## config.mk

```make
export PLATFORM = sky130hd
export DESIGN_NAME = frt_capture_compare
export DESIGN_NICKNAME = d
export VERILOG_FILES = /design/src/inc/frt_cc_pkg.sv /design/src/core/edge_capture.sv /design/src/core/frt_capture_compare.sv
export VERILOG_INCLUDE_DIRS = /design/src /design/src/inc
export SDC_FILE = /design/constraint.sdc
export NUM_CORES = 1
export LEC_CHECK = 0
export ABC_AREA = 1
export BUFFER_PORTS_ARGS = -buffer_cell sky130_fd_sc_hd__buf_2
export CORE_MARGIN = 2
export CORE_UTILIZATION = 61
export DETAILED_ROUTE_END_ITERATION = 8
export PLACE_DENSITY_LB_ADDON = 0.3
export SETUP_SLACK_MARGIN = 0.15
export SLEW_MARGIN = 20
export SYNTH_ARGS = -nofsm -noshare
export SYNTH_HDL_FRONTEND = slang
export SYNTH_SLANG_ARGS = --single-unit
```

## constraint.sdc

```tcl
create_clock -name i_core_clk -period 2.6 [get_ports i_core_clk]
set_input_delay 0.39 -clock i_core_clk [delete_from_list [all_inputs] [get_ports i_core_clk]]
set_output_delay 0.39 -clock i_core_clk [all_outputs]
set_load 0.005 [all_outputs]
```

## src/inc/frt_cc_cfg.svh

```systemverilog
`ifndef FRT_CC_CFG_SVH
`define FRT_CC_CFG_SVH

// ***************************************************************
// Register byte offsets.
// ***************************************************************
`define OFS_IRQ_ENABLE 8'h00
`define OFS_CTRL_STATUS 8'h04
`define OFS_IRQ_CLEAR 8'h08
`define OFS_COUNTER 8'h0C
`define OFS_COMPARE_B 8'h10
`define OFS_CAPTURE_A 8'h14
`define OFS_CAPTURE_B 8'h18
`define OFS_CAPTURE_D 8'h1C
`define OFS_CONTROL 8'h20

// ***************************************************************
// Field positions in the status, enable and clear layout.
// ***************************************************************
`define BIT_CAP_A 7
`define BIT_CAP_B 6
`define BIT_CAP_D 4
`define BIT_CMP_B 2
`define STATUS_MASK 8'hD4

// ***************************************************************
// Field positions in the control register.
// ***************************************************************
`define BIT_EDGE_A 0
`define BIT_EDGE_B 1
`define BIT_EDGE_D 3
`define BIT_BUFFER_D 4

// ***************************************************************
// Reset values.
// ***************************************************************
`define RST_IRQ_ENABLE 8'h00
`define RST_CONTROL 8'h00
`define RST_COMPARE_B 16'hFFFF
`define RST_COUNTER 16'h0000

`endif

```

## src/inc/frt_cc_pkg.sv

```systemverilog
package frt_cc_pkg;
   typedef logic [15:0] count_t;
   typedef enum logic [1:0] {
      RESP_OKAY = 2'h0,
      RESP_SLVERR = 2'h2
   } axi_resp_e;
endpackage

```

## src/core/edge_capture.sv

```systemverilog
`timescale 1ns/1ps

// Detects the selected edge on one capture input and latches the count.
module edge_capture
   import frt_cc_pkg::*;
#(
   parameter int WIDTH = 16
) (
   input wire logic i_core_clk,
   input wire logic i_srst,
   input wire logic i_pin,
   input wire logic i_rising,
   input wire logic [WIDTH-1:0] i_count,
   output logic o_event,
   output logic [WIDTH-1:0] o_value
);
   logic prev_reg;

   if (WIDTH < 2) begin : g_width_check
      $error("WIDTH must be at least 2");
   end

   always_ff @(posedge i_core_clk) begin
      if (i_srst) begin
         prev_reg <= 1'b0;
      end else begin
         prev_reg <= i_pin;
      end
   end

   // Rising when the select bit is 1, falling when it is 0.
   assign o_event = i_rising ? (i_pin & ~prev_reg) : (~i_pin & prev_reg);

   always_ff @(posedge i_core_clk) begin
      if (i_srst) begin
         o_value <= '0;
      end else if (o_event) begin
         o_value <= i_count;
      end
   end
endmodule // edge_capture

```

## src/core/frt_capture_compare.sv

```systemverilog
// The AXI4-Lite interface to the registers and the address map were decided locally.
`timescale 1ns/1ps
`include "frt_cc_cfg.svh"

// Functional notes
// - capture A request gated by its enable
// - status flags cleared by writing zero to the status register or one to the clear register
// - compare B match sets its flag
// - edge-select A picks falling or rising
// - valid A edge latches counter
// - D captures edge or old B value
module frt_capture_compare
   import frt_cc_pkg::*;
#(
   parameter int WIDTH = 16
) (
   input wire logic i_core_clk,
   input wire logic i_srst,
   input wire logic i_capture_input_a,
   input wire logic i_capture_input_b,
   input wire logic i_capture_input_d,
   input wire logic [7:0] i_awaddr,
   input wire logic i_awvalid,
   output logic o_awready,
   input wire logic [31:0] i_wdata,
   input wire logic [3:0] i_wstrb,
   input wire logic i_wvalid,
   output logic o_wready,
   output logic [1:0] o_bresp,
   output logic o_bvalid,
   input wire logic i_bready,
   input wire logic [7:0] i_araddr,
   input wire logic i_arvalid,
   output logic o_arready,
   output logic [31:0] o_rdata,
   output logic [1:0] o_rresp,
   output logic o_rvalid,
   input wire logic i_rready,
   output logic o_irq
);
   if (WIDTH != 16) begin : g_width_check
      $error("WIDTH must be 16 to fit the register words");
   end

   logic [WIDTH-1:0] free_running_counter;
   logic [WIDTH-1:0] compare_b_value;
   logic [7:0] timer_irq_enable_reg;
   logic [7:0] timer_ctrl_status_reg;
   logic [7:0] control_reg;
   logic [WIDTH-1:0] cap_a_value;
   logic [WIDTH-1:0] capture_b_value;
   logic [WIDTH-1:0] cap_d_value;
   logic ev_a;
   logic ev_b;
   logic ev_d;
   logic compare_b_match_flag;
   logic [7:0] status_set;
   logic [7:0] status_clr;

   // ***************************************************************
   // Write channel.
   // ***************************************************************
   logic aw_held_reg;
   logic w_held_reg;
   logic [7:0] awaddr_reg;
   logic [31:0] wdata_reg;
   logic [3:0] wstrb_reg;
   logic do_write;
   logic [7:0] wa;
   logic [31:0] wd;
   logic wr_low;

   assign do_write = aw_held_reg & w_held_reg & ~o_bvalid;
   assign wa = awaddr_reg;
   assign wd = wdata_reg;
   assign wr_low = wstrb_reg[0];

   always_ff @(posedge i_core_clk) begin
      if (i_srst) begin
         aw_held_reg <= 1'b0;
         w_held_reg <= 1'b0;
         awaddr_reg <= 8'h00;
         wdata_reg <= 32'h00000000;
         wstrb_reg <= 4'h0;
         o_awready <= 1'b0;
         o_wready <= 1'b0;
         o_bvalid <= 1'b0;
         o_bresp <= RESP_OKAY;
      end else begin
         o_awready <= ~aw_held_reg & ~o_awready & ~o_bvalid;
         o_wready <= ~w_held_reg & ~o_wready & ~o_bvalid;
         if (i_awvalid & o_awready) begin
            aw_held_reg <= 1'b1;
            awaddr_reg <= i_awaddr;
            o_awready <= 1'b0;
         end
         if (i_wvalid & o_wready) begin
            w_held_reg <= 1'b1;
            wdata_reg <= i_wdata;
            wstrb_reg <= i_wstrb;
            o_wready <= 1'b0;
         end
         if (do_write) begin
            aw_held_reg <= 1'b0;
            w_held_reg <= 1'b0;
            o_bvalid <= 1'b1;
            if (wa == `OFS_IRQ_ENABLE || wa == `OFS_CTRL_STATUS ||
                wa == `OFS_IRQ_CLEAR || wa == `OFS_COMPARE_B ||
                wa == `OFS_CONTROL || wa == `OFS_COUNTER) begin
               o_bresp <= RESP_OKAY;
            end else begin
               o_bresp <= RESP_SLVERR;
            end
         end else if (o_bvalid & i_bready) begin
            o_bvalid <= 1'b0;
         end
      end
   end

   // ***************************************************************
   // Software registers.
   // ***************************************************************
   always_ff @(posedge i_core_clk) begin
      if (i_srst) begin
         timer_irq_enable_reg <= `RST_IRQ_ENABLE;
         control_reg <= `RST_CONTROL;
         compare_b_value <= `RST_COMPARE_B;
      end else if (do_write) begin
         if (wa == `OFS_IRQ_ENABLE && wr_low) begin
            timer_irq_enable_reg <= wd[7:0] & `STATUS_MASK;
         end else if (wa == `OFS_CONTROL && wr_low) begin
            control_reg <= wd[7:0];
         end else if (wa == `OFS_COMPARE_B) begin
            if (wstrb_reg[0]) begin
               compare_b_value[7:0] <= wd[7:0];
            end
            if (wstrb_reg[1]) begin
               compare_b_value[15:8] <= wd[15:8];
            end
         end
      end
   end

   always_ff @(posedge i_core_clk) begin
      if (i_srst) begin
         free_running_counter <= `RST_COUNTER;
      end else if (do_write && wa == `OFS_COUNTER && wr_low) begin
         free_running_counter <= wd[15:0];
      end else begin
         free_running_counter <= free_running_counter + 16'h0001;
      end
   end

   // ***************************************************************
   // Capture paths.
   // ***************************************************************
   edge_capture #(.WIDTH(WIDTH)) u_cap_a (
      .i_core_clk(i_core_clk),
      .i_srst(i_srst),
      .i_pin(i_capture_input_a),
      .i_rising(control_reg[`BIT_EDGE_A]),
      .i_count(free_running_counter),
      .o_event(ev_a),
      .o_value(cap_a_value)
   );

   edge_capture #(.WIDTH(WIDTH)) u_cap_b (
      .i_core_clk(i_core_clk),
      .i_srst(i_srst),
      .i_pin(i_capture_input_b),
      .i_rising(control_reg[`BIT_EDGE_B]),
      .i_count(free_running_counter),
      .o_event(ev_b),
      .o_value(capture_b_value)
   );

   edge_capture #(.WIDTH(WIDTH)) u_cap_d (
      .i_core_clk(i_core_clk),
      .i_srst(i_srst),
      .i_pin(i_capture_input_d),
      .i_rising(control_reg[`BIT_EDGE_D]),
      .i_count(free_running_counter),
      .o_event(ev_d),
      .o_value()
   );

   // In buffer mode the old B value moves into D as B is overwritten.
   always_ff @(posedge i_core_clk) begin
      if (i_srst) begin
         cap_d_value <= '0;
      end else if (control_reg[`BIT_BUFFER_D]) begin
         if (ev_b) begin
            cap_d_value <= capture_b_value;
         end
      end else if (ev_d) begin
         cap_d_value <= free_running_counter;
      end
   end

   // ***************************************************************
   // Status flags and interrupt.
   // ***************************************************************
   assign compare_b_match_flag = (free_running_counter == compare_b_value);

   always_comb begin
      status_set = 8'h00;
      status_set[`BIT_CAP_A] = ev_a;
      status_set[`BIT_CAP_B] = ev_b;
      status_set[`BIT_CAP_D] = ev_d & ~control_reg[`BIT_BUFFER_D];
      status_set[`BIT_CMP_B] = compare_b_match_flag;
      status_clr = 8'h00;
      if (do_write && wr_low) begin
         if (wa == `OFS_CTRL_STATUS) begin
            status_clr = ~wd[7:0] & `STATUS_MASK;
         end else if (wa == `OFS_IRQ_CLEAR) begin
            status_clr = wd[7:0] & `STATUS_MASK;
         end
      end
   end

   // A set in the same cycle as a clear wins.
   always_ff @(posedge i_core_clk) begin
      if (i_srst) begin
         timer_ctrl_status_reg <= 8'h00;
      end else begin
         timer_ctrl_status_reg <=
            (timer_ctrl_status_reg & ~status_clr) | status_set;
      end
   end

   always_ff @(posedge i_core_clk) begin
      if (i_srst) begin
         o_irq <= 1'b0;
      end else begin
         o_irq <= |(timer_ctrl_status_reg & timer_irq_enable_reg);
      end
   end

   // ***************************************************************
   // Read channel.
   // ***************************************************************
   always_ff @(posedge i_core_clk) begin
      if (i_srst) begin
         o_arready <= 1'b0;
         o_rvalid <= 1'b0;
         o_rdata <= 32'h00000000;
         o_rresp <= RESP_OKAY;
      end else if (o_rvalid) begin
         if (i_rready) begin
            o_rvalid <= 1'b0;
         end
      end else if (i_arvalid & o_arready) begin
         o_arready <= 1'b0;
         o_rvalid <= 1'b1;
         o_rresp <= RESP_OKAY;
         if (i_araddr == `OFS_IRQ_ENABLE) begin
            o_rdata <= {24'h000000, timer_irq_enable_reg};
         end else if (i_araddr == `OFS_CTRL_STATUS) begin
            o_rdata <= {24'h000000, timer_ctrl_status_reg};
         end else if (i_araddr == `OFS_IRQ_CLEAR) begin
            o_rdata <= 32'h00000000;
         end else if (i_araddr == `OFS_COUNTER) begin
            o_rdata <= {16'h0000, free_running_counter};
         end else if (i_araddr == `OFS_COMPARE_B) begin
            o_rdata <= {16'h0000, compare_b_value};
         end else if (i_araddr == `OFS_CAPTURE_A) begin
            o_rdata <= {16'h0000, cap_a_value};
         end else if (i_araddr == `OFS_CAPTURE_B) begin
            o_rdata <= {16'h0000, capture_b_value};
         end else if (i_araddr == `OFS_CAPTURE_D) begin
            o_rdata <= {16'h0000, cap_d_value};
         end else if (i_araddr == `OFS_CONTROL) begin
            o_rdata <= {24'h000000, control_reg};
         end else begin
            o_rdata <= 32'h00000000;
            o_rresp <= RESP_SLVERR;
         end
      end else begin
         o_arready <= 1'b1;
      end
   end
endmodule // frt_capture_compare

```

# Word-level counts from Yosys, hierarchy flattened
# Index checks and enable logic that the tools add are counted.
# word_totals
romBits	0
reg_bits	173
latchBits	0
out_inout_bits	42
mem_bits_rw	0
n_memories	0
wordCells	138
inputBits	62
# classes
eq_ne	15
n_mul	0
div_mod_pow	0
order_cmp	0
muxes	35
bitwise_logic	37
n_shift	0
addsub	1
reduce_logical	24
# op_table
cell	count
$mux 16	12
$eq 8x5->1 const B	5
$eq 8x4->1 const B	4
$mux 8	4
$mux 2	10
$and 1x1->1	17
$add 16x1->16 const B	1
$and 8x8->8	2
$eq 16x16->1	1
$eq 8x3->1 const B	2
$eq 8x6->1 const B	2
$logic_not 8->1	2
$not 8->8	2
$not 1->1	15
$reduce_and 5->1	2
$mux 1	9
$or 8x8->8	1
$reduce_or 8->1	1
$reduce_and 2->1	3
$reduce_or 2->1	3
$logic_and 1x1->1	5
$logic_or 1x1->1	5
$reduce_bool 2->1	2
$reduce_and 3->1	1
$ne 2x1->1 const B	1

# Logic depth before layout (Yosys ltp)
# depth
depth_word	10
mapped_depth	13
mapped_depth_nobuf	13

# Cells and area by module
# A second synthesis with hierarchy kept.
# hier_totals
cells_unflattened	1155
area_unflattened_um2	8340.5
# modules_own_cells
mod	seq_area_each_um2	cells_per_inst	n_inst	area_each_um2
frt_capture_compare	2322.2	819	1	5769.3
edge_capture	340.3	112	3	857.1

# Worst setup path after synthesis
# Ideal clock, no wire load.
# synth_timing
path_type	register -> register
start	register free_running_counter[0]
end	register free_running_counter[12]
stages_incl_launch_ff	11
synth_period_minus_slack_ns	1.550
setup_time_ns	0.114
t_arrival_ns	1.436
path_slack_ns	1.050
required_time_ns	2.486
n_path_buf	0
cell_sequence	dfxtp_1 > ha_1 > nand2_1 > nor3_4 > nand2_2 > nor2_2 > nand3_2 > nand2_1 > inv_1 > o21bai_1 > inv_1
# synth_via
elab_chain_len	2
# synth_rtl
element	line_no	source
start, declared	frt_capture_compare.sv:45	logic [WIDTH-1:0] free_running_counter;
start signal, assigned	frt_capture_compare.sv:146	free_running_counter <= `RST_COUNTER;
start signal, assigned	frt_capture_compare.sv:148	free_running_counter <= wd[15:0];
start signal, assigned	frt_capture_compare.sv:150	free_running_counter <= free_running_counter + 16'h0001;
$add 16x1->16	frt_capture_compare.sv:150	
$mux 16	frt_capture_compare.sv:147	end else if (do_write && wa == `OFS_COUNTER && wr_low) begin
# Every way passes these cells.
# A chain may end at the register's enable or synchronous reset.

# Worst setup path after layout
# Ends and elaborated chain as after synthesis.

==> out/qor.tcl <==
set qor(cp-start-kind) {register}
set qor(ir_worst_vdd_mv) 0.669
set qor(globalplace.congestion) 0.863
set qor(drt_iter0_drc) 608
set qor(vias_in_the_first_global_route) 5914
set qor(worstPathArrival_ns) 2.17
set qor(layout-area-overhead-vs-synth_pct) 14.0
set qor(post_cts.resized_instances) 0
set qor(leftover_overflow_at_the_end_of_global_routing) 0
set qor(synth_edf_count) 0
set qor(postSynth.topFlopCell) {dfxtp_1}
set qor(netlist_top_cells_count) {156 x nand2_1, 151 x dfxtp_1, 144 x a21oi_1}
set qor(grt_setup_unrepaired) {false}
set qor(fmax_mhz) 541
set qor(synth.cell_area_um2) 7010
set qor(die_width_um) 111
set qor(cellInternalPower_w) 0.00404
set qor(globalRouteTotalUtil_pct) 28.6
set qor(placed_cells) 1115
set qor(grt_antenna_before_repair) 0
set qor(synth.avg_cell_area_um2) 7.51
set qor(ctsRootBufferMaster) {clkbuf_16}
set qor(power.clock.fraction_pct) 46.8
set qor(xor_and_xnor_area_share_after_synthesis_pct) 3.00
set qor(fp.dieArea_um2) 12400
set qor(yosysSeqAreaShare_pct) 43.1
set qor(crit_fanout) 5
set qor(yosys.area_share.adder_pct) 0.178
set qor(clock_latency_ns) 0.42
set qor(ctsHtreeMaxLevel) 4
set qor(post_route_cells_drive_above_1_share_pct) 15.8
set qor(drt_pre_antenna_iters) 8
set qor(drt-wirelength-per-cell_um) 14.9
set qor(timing.final.crit_share_pct) 71.1
set qor(switching_power_w) 0.00126
set qor(clk_transition_reported_paths_ns) 0.06
set qor(design.final.nets) 1054
set qor(cts-hold-fix-buffers) 0
set qor(numCtsBuffers) 17
set qor(synth_area_leaders) {dfxtp_1 43%, a21oi_1 10%, nand2_1 8.3%, o21ai_0 7.3%, inv_1 4.1%}
set qor(hold_slack_ns) 0.136
set qor(run_status) {finished, final reports clean}
set qor(dp_hpwl_mm) 11.7
set qor(fraction_of_registers_with_async_set_reset_pct) 0
set qor(pin_count) 104
set qor(type_of_destination_of_the_critical_path) {register}
set qor(timing.final.hold_violations) 0
set qor(synth_compound_gate_area_share_pct) 23.3
set qor(final_setup_violation_count) 0
set qor(tritoncts_num_sinks) 151
set qor(register_share_of_total_power_pct) 46.4
set qor(comb_power_share_pct) 6.8
set qor(route.vias.total) 6511
set qor(synth.yosys.warnings) 0
set qor(layout.cells.non_filler) 1147
set qor(yosysMostFrequentCell) {nand2_1}
set qor(tightest_slew_ns) 0.916
set qor(drt.antenna.violating_nets) 0
set qor(io_buffers) 67
set qor(static-leakage-power_nw) 3.56
set qor(setup_tns_ns) 0
set qor(synth_seq_cells) 151
set qor(totalWireLength_mm) 17.1
set qor(initial_core_util_pct) 62.0
set qor(synth_top_area_cell) {dfxtp_1}
set qor(placement_rows) 39
set qor(via_per_inst) 5.68
set qor(antennaDiodeCount) 0
set qor(synth_simple_gate_area_share_pct) 21.1
set qor(finalMaxSlewViolations) 0
set qor(drc) 0
set qor(clock_path_buffers) 2
set qor(hold_path_class) {in2reg}
set qor(cap_viol_max_count) 0
set qor(grt_max_degree) 61
set qor(crit_required_ns) 2.92
set qor(synthDistinctLibCells) 46
set qor(pwr_density_cell_nw_per_um2) 663
set qor(core_area_um2) 11300
set qor(cts_setup_buffers) 0
set qor(crit_type) {reg2reg}
set qor(slew_headroom_pct) 38.8
set qor(post_synthesis_cell_count) 934
set qor(switching_share_pct) 23.8
set qor(synth_top_cell_area_share_pct) 43.1
set qor(timing.clock.skew_ns) 0.00720
set qor(synth.mux.area_fraction_pct) 0
set qor(tritoncts) {done}
set qor(grt_pass1_wl_mm) 28.8
set qor(chipHeight_um) 111
set qor(finalWorstPathRequiredPeriod_ns) 1.85
set qor(postLayoutCoreUtil_pct) 70.6
set qor(synth_top_family_by_area) {compound AO/OA/AOI/OAI gates}
[cell families (layout without fill, tap and decap cells)]
kind of cell	Yosys count	in the layout
simple gates	310	310
compound gates	299	299
flops	151	151
buf+inv	148	201
xor+xnor	24	24
fa+ha+maj	1	1
other cells	1	18
[metrics by stage]
stage | setup WS (ns) | area [um2] | total power [W]
final | 0.753 | 7990 | 0.00530
after global routing | 0.549 | 7990 | 0.00549
after CTS | 0.762 | 7990 | 0.00532
after detailed placement | 0.582 | 7390 | 0.00286
after global placement | 0.616 | 7390 | 0.00285
after floorplan | 1.05 | 7080 | 0.00276
[power by group through the flow]
stage / sequential [W] / combinational, W / clock [W]
3_5_place_dp: 0.00250 / 0.000357 / 0
3_3_place_gp: 0.00250 / 0.000349 / 0
4_1_cts: 0.00246 / 0.000359 / 0.00250
6_report: 0.00246 / 0.000360 / 0.00248
5_1_grt: 0.00247 / 0.000410 / 0.00262
2_1_floorplan: 0.00249 / 0.000270 / 0
[area by class of cell]
cell class	instances	area, um2
sequential	151	3020
clock inverter	10	118
multi-input combinational	652	3400
fill	933	3330
clock buffer	22	484
inverter	87	329
timing repair buffer	82	460
tap	143	179
[layout by cell type (no fill, tap or decap), types with 5 or more instances in the layout]
master,n
conb_1,18
o211ai_1,19
buf_2,67
nand3_1,46
a211oi_1,7
inv_1,76
o221ai_1,7
nand2_1,156
nor2_2,7
xor2_1,13
clkbuf_16,17
nor2_4,5
a21oi_1,144
buf_4,14
nor3_1,5
xnor2_1,11
inv_2,10
nor2_1,58
nand4_1,7
o21ai_0,103
dfxtp_1,151
[critical path, stage by stage, from the launching register on]
cell and delay [ns]:
dfxtp_1 0.44, ha_1 0.23, nand2_1 0.11, nor3_4 0.31, nand2_2 0.11, nor2_2 0.16, nand3_2 0.09, nand2_1 0.06
inv_1 0.04, o21bai_1 0.14, inv_1 0.05
[final timing paths]
kind                                            from  slack (ns)  cells after the start                                  end
hold reg to reg              o_rdata[0]$_SDFFE_PP0P_        0.45                      2              o_rdata[0]$_SDFFE_PP0P_
setup / recovery  free_running_counter[0]$_SDFF_PP0_        0.75                     10  free_running_counter[12]$_SDFF_PP0_
setup reg to reg  free_running_counter[0]$_SDFF_PP0_        0.75                     10  free_running_counter[12]$_SDFF_PP0_
hold / removal                              i_rready        0.14                      2                  o_rvalid$_SDFF_PP0_
[per-layer routing]
metal	GRT usage, %	routed length, um	vias up
met3	6.78	1410	25
met4	9.88	229	0
met2	44.0	7860	287
li1	-	-	3238
met1	39.6	7580	2961
met5	0	0	-
Power figures use the tool's default switching activity.
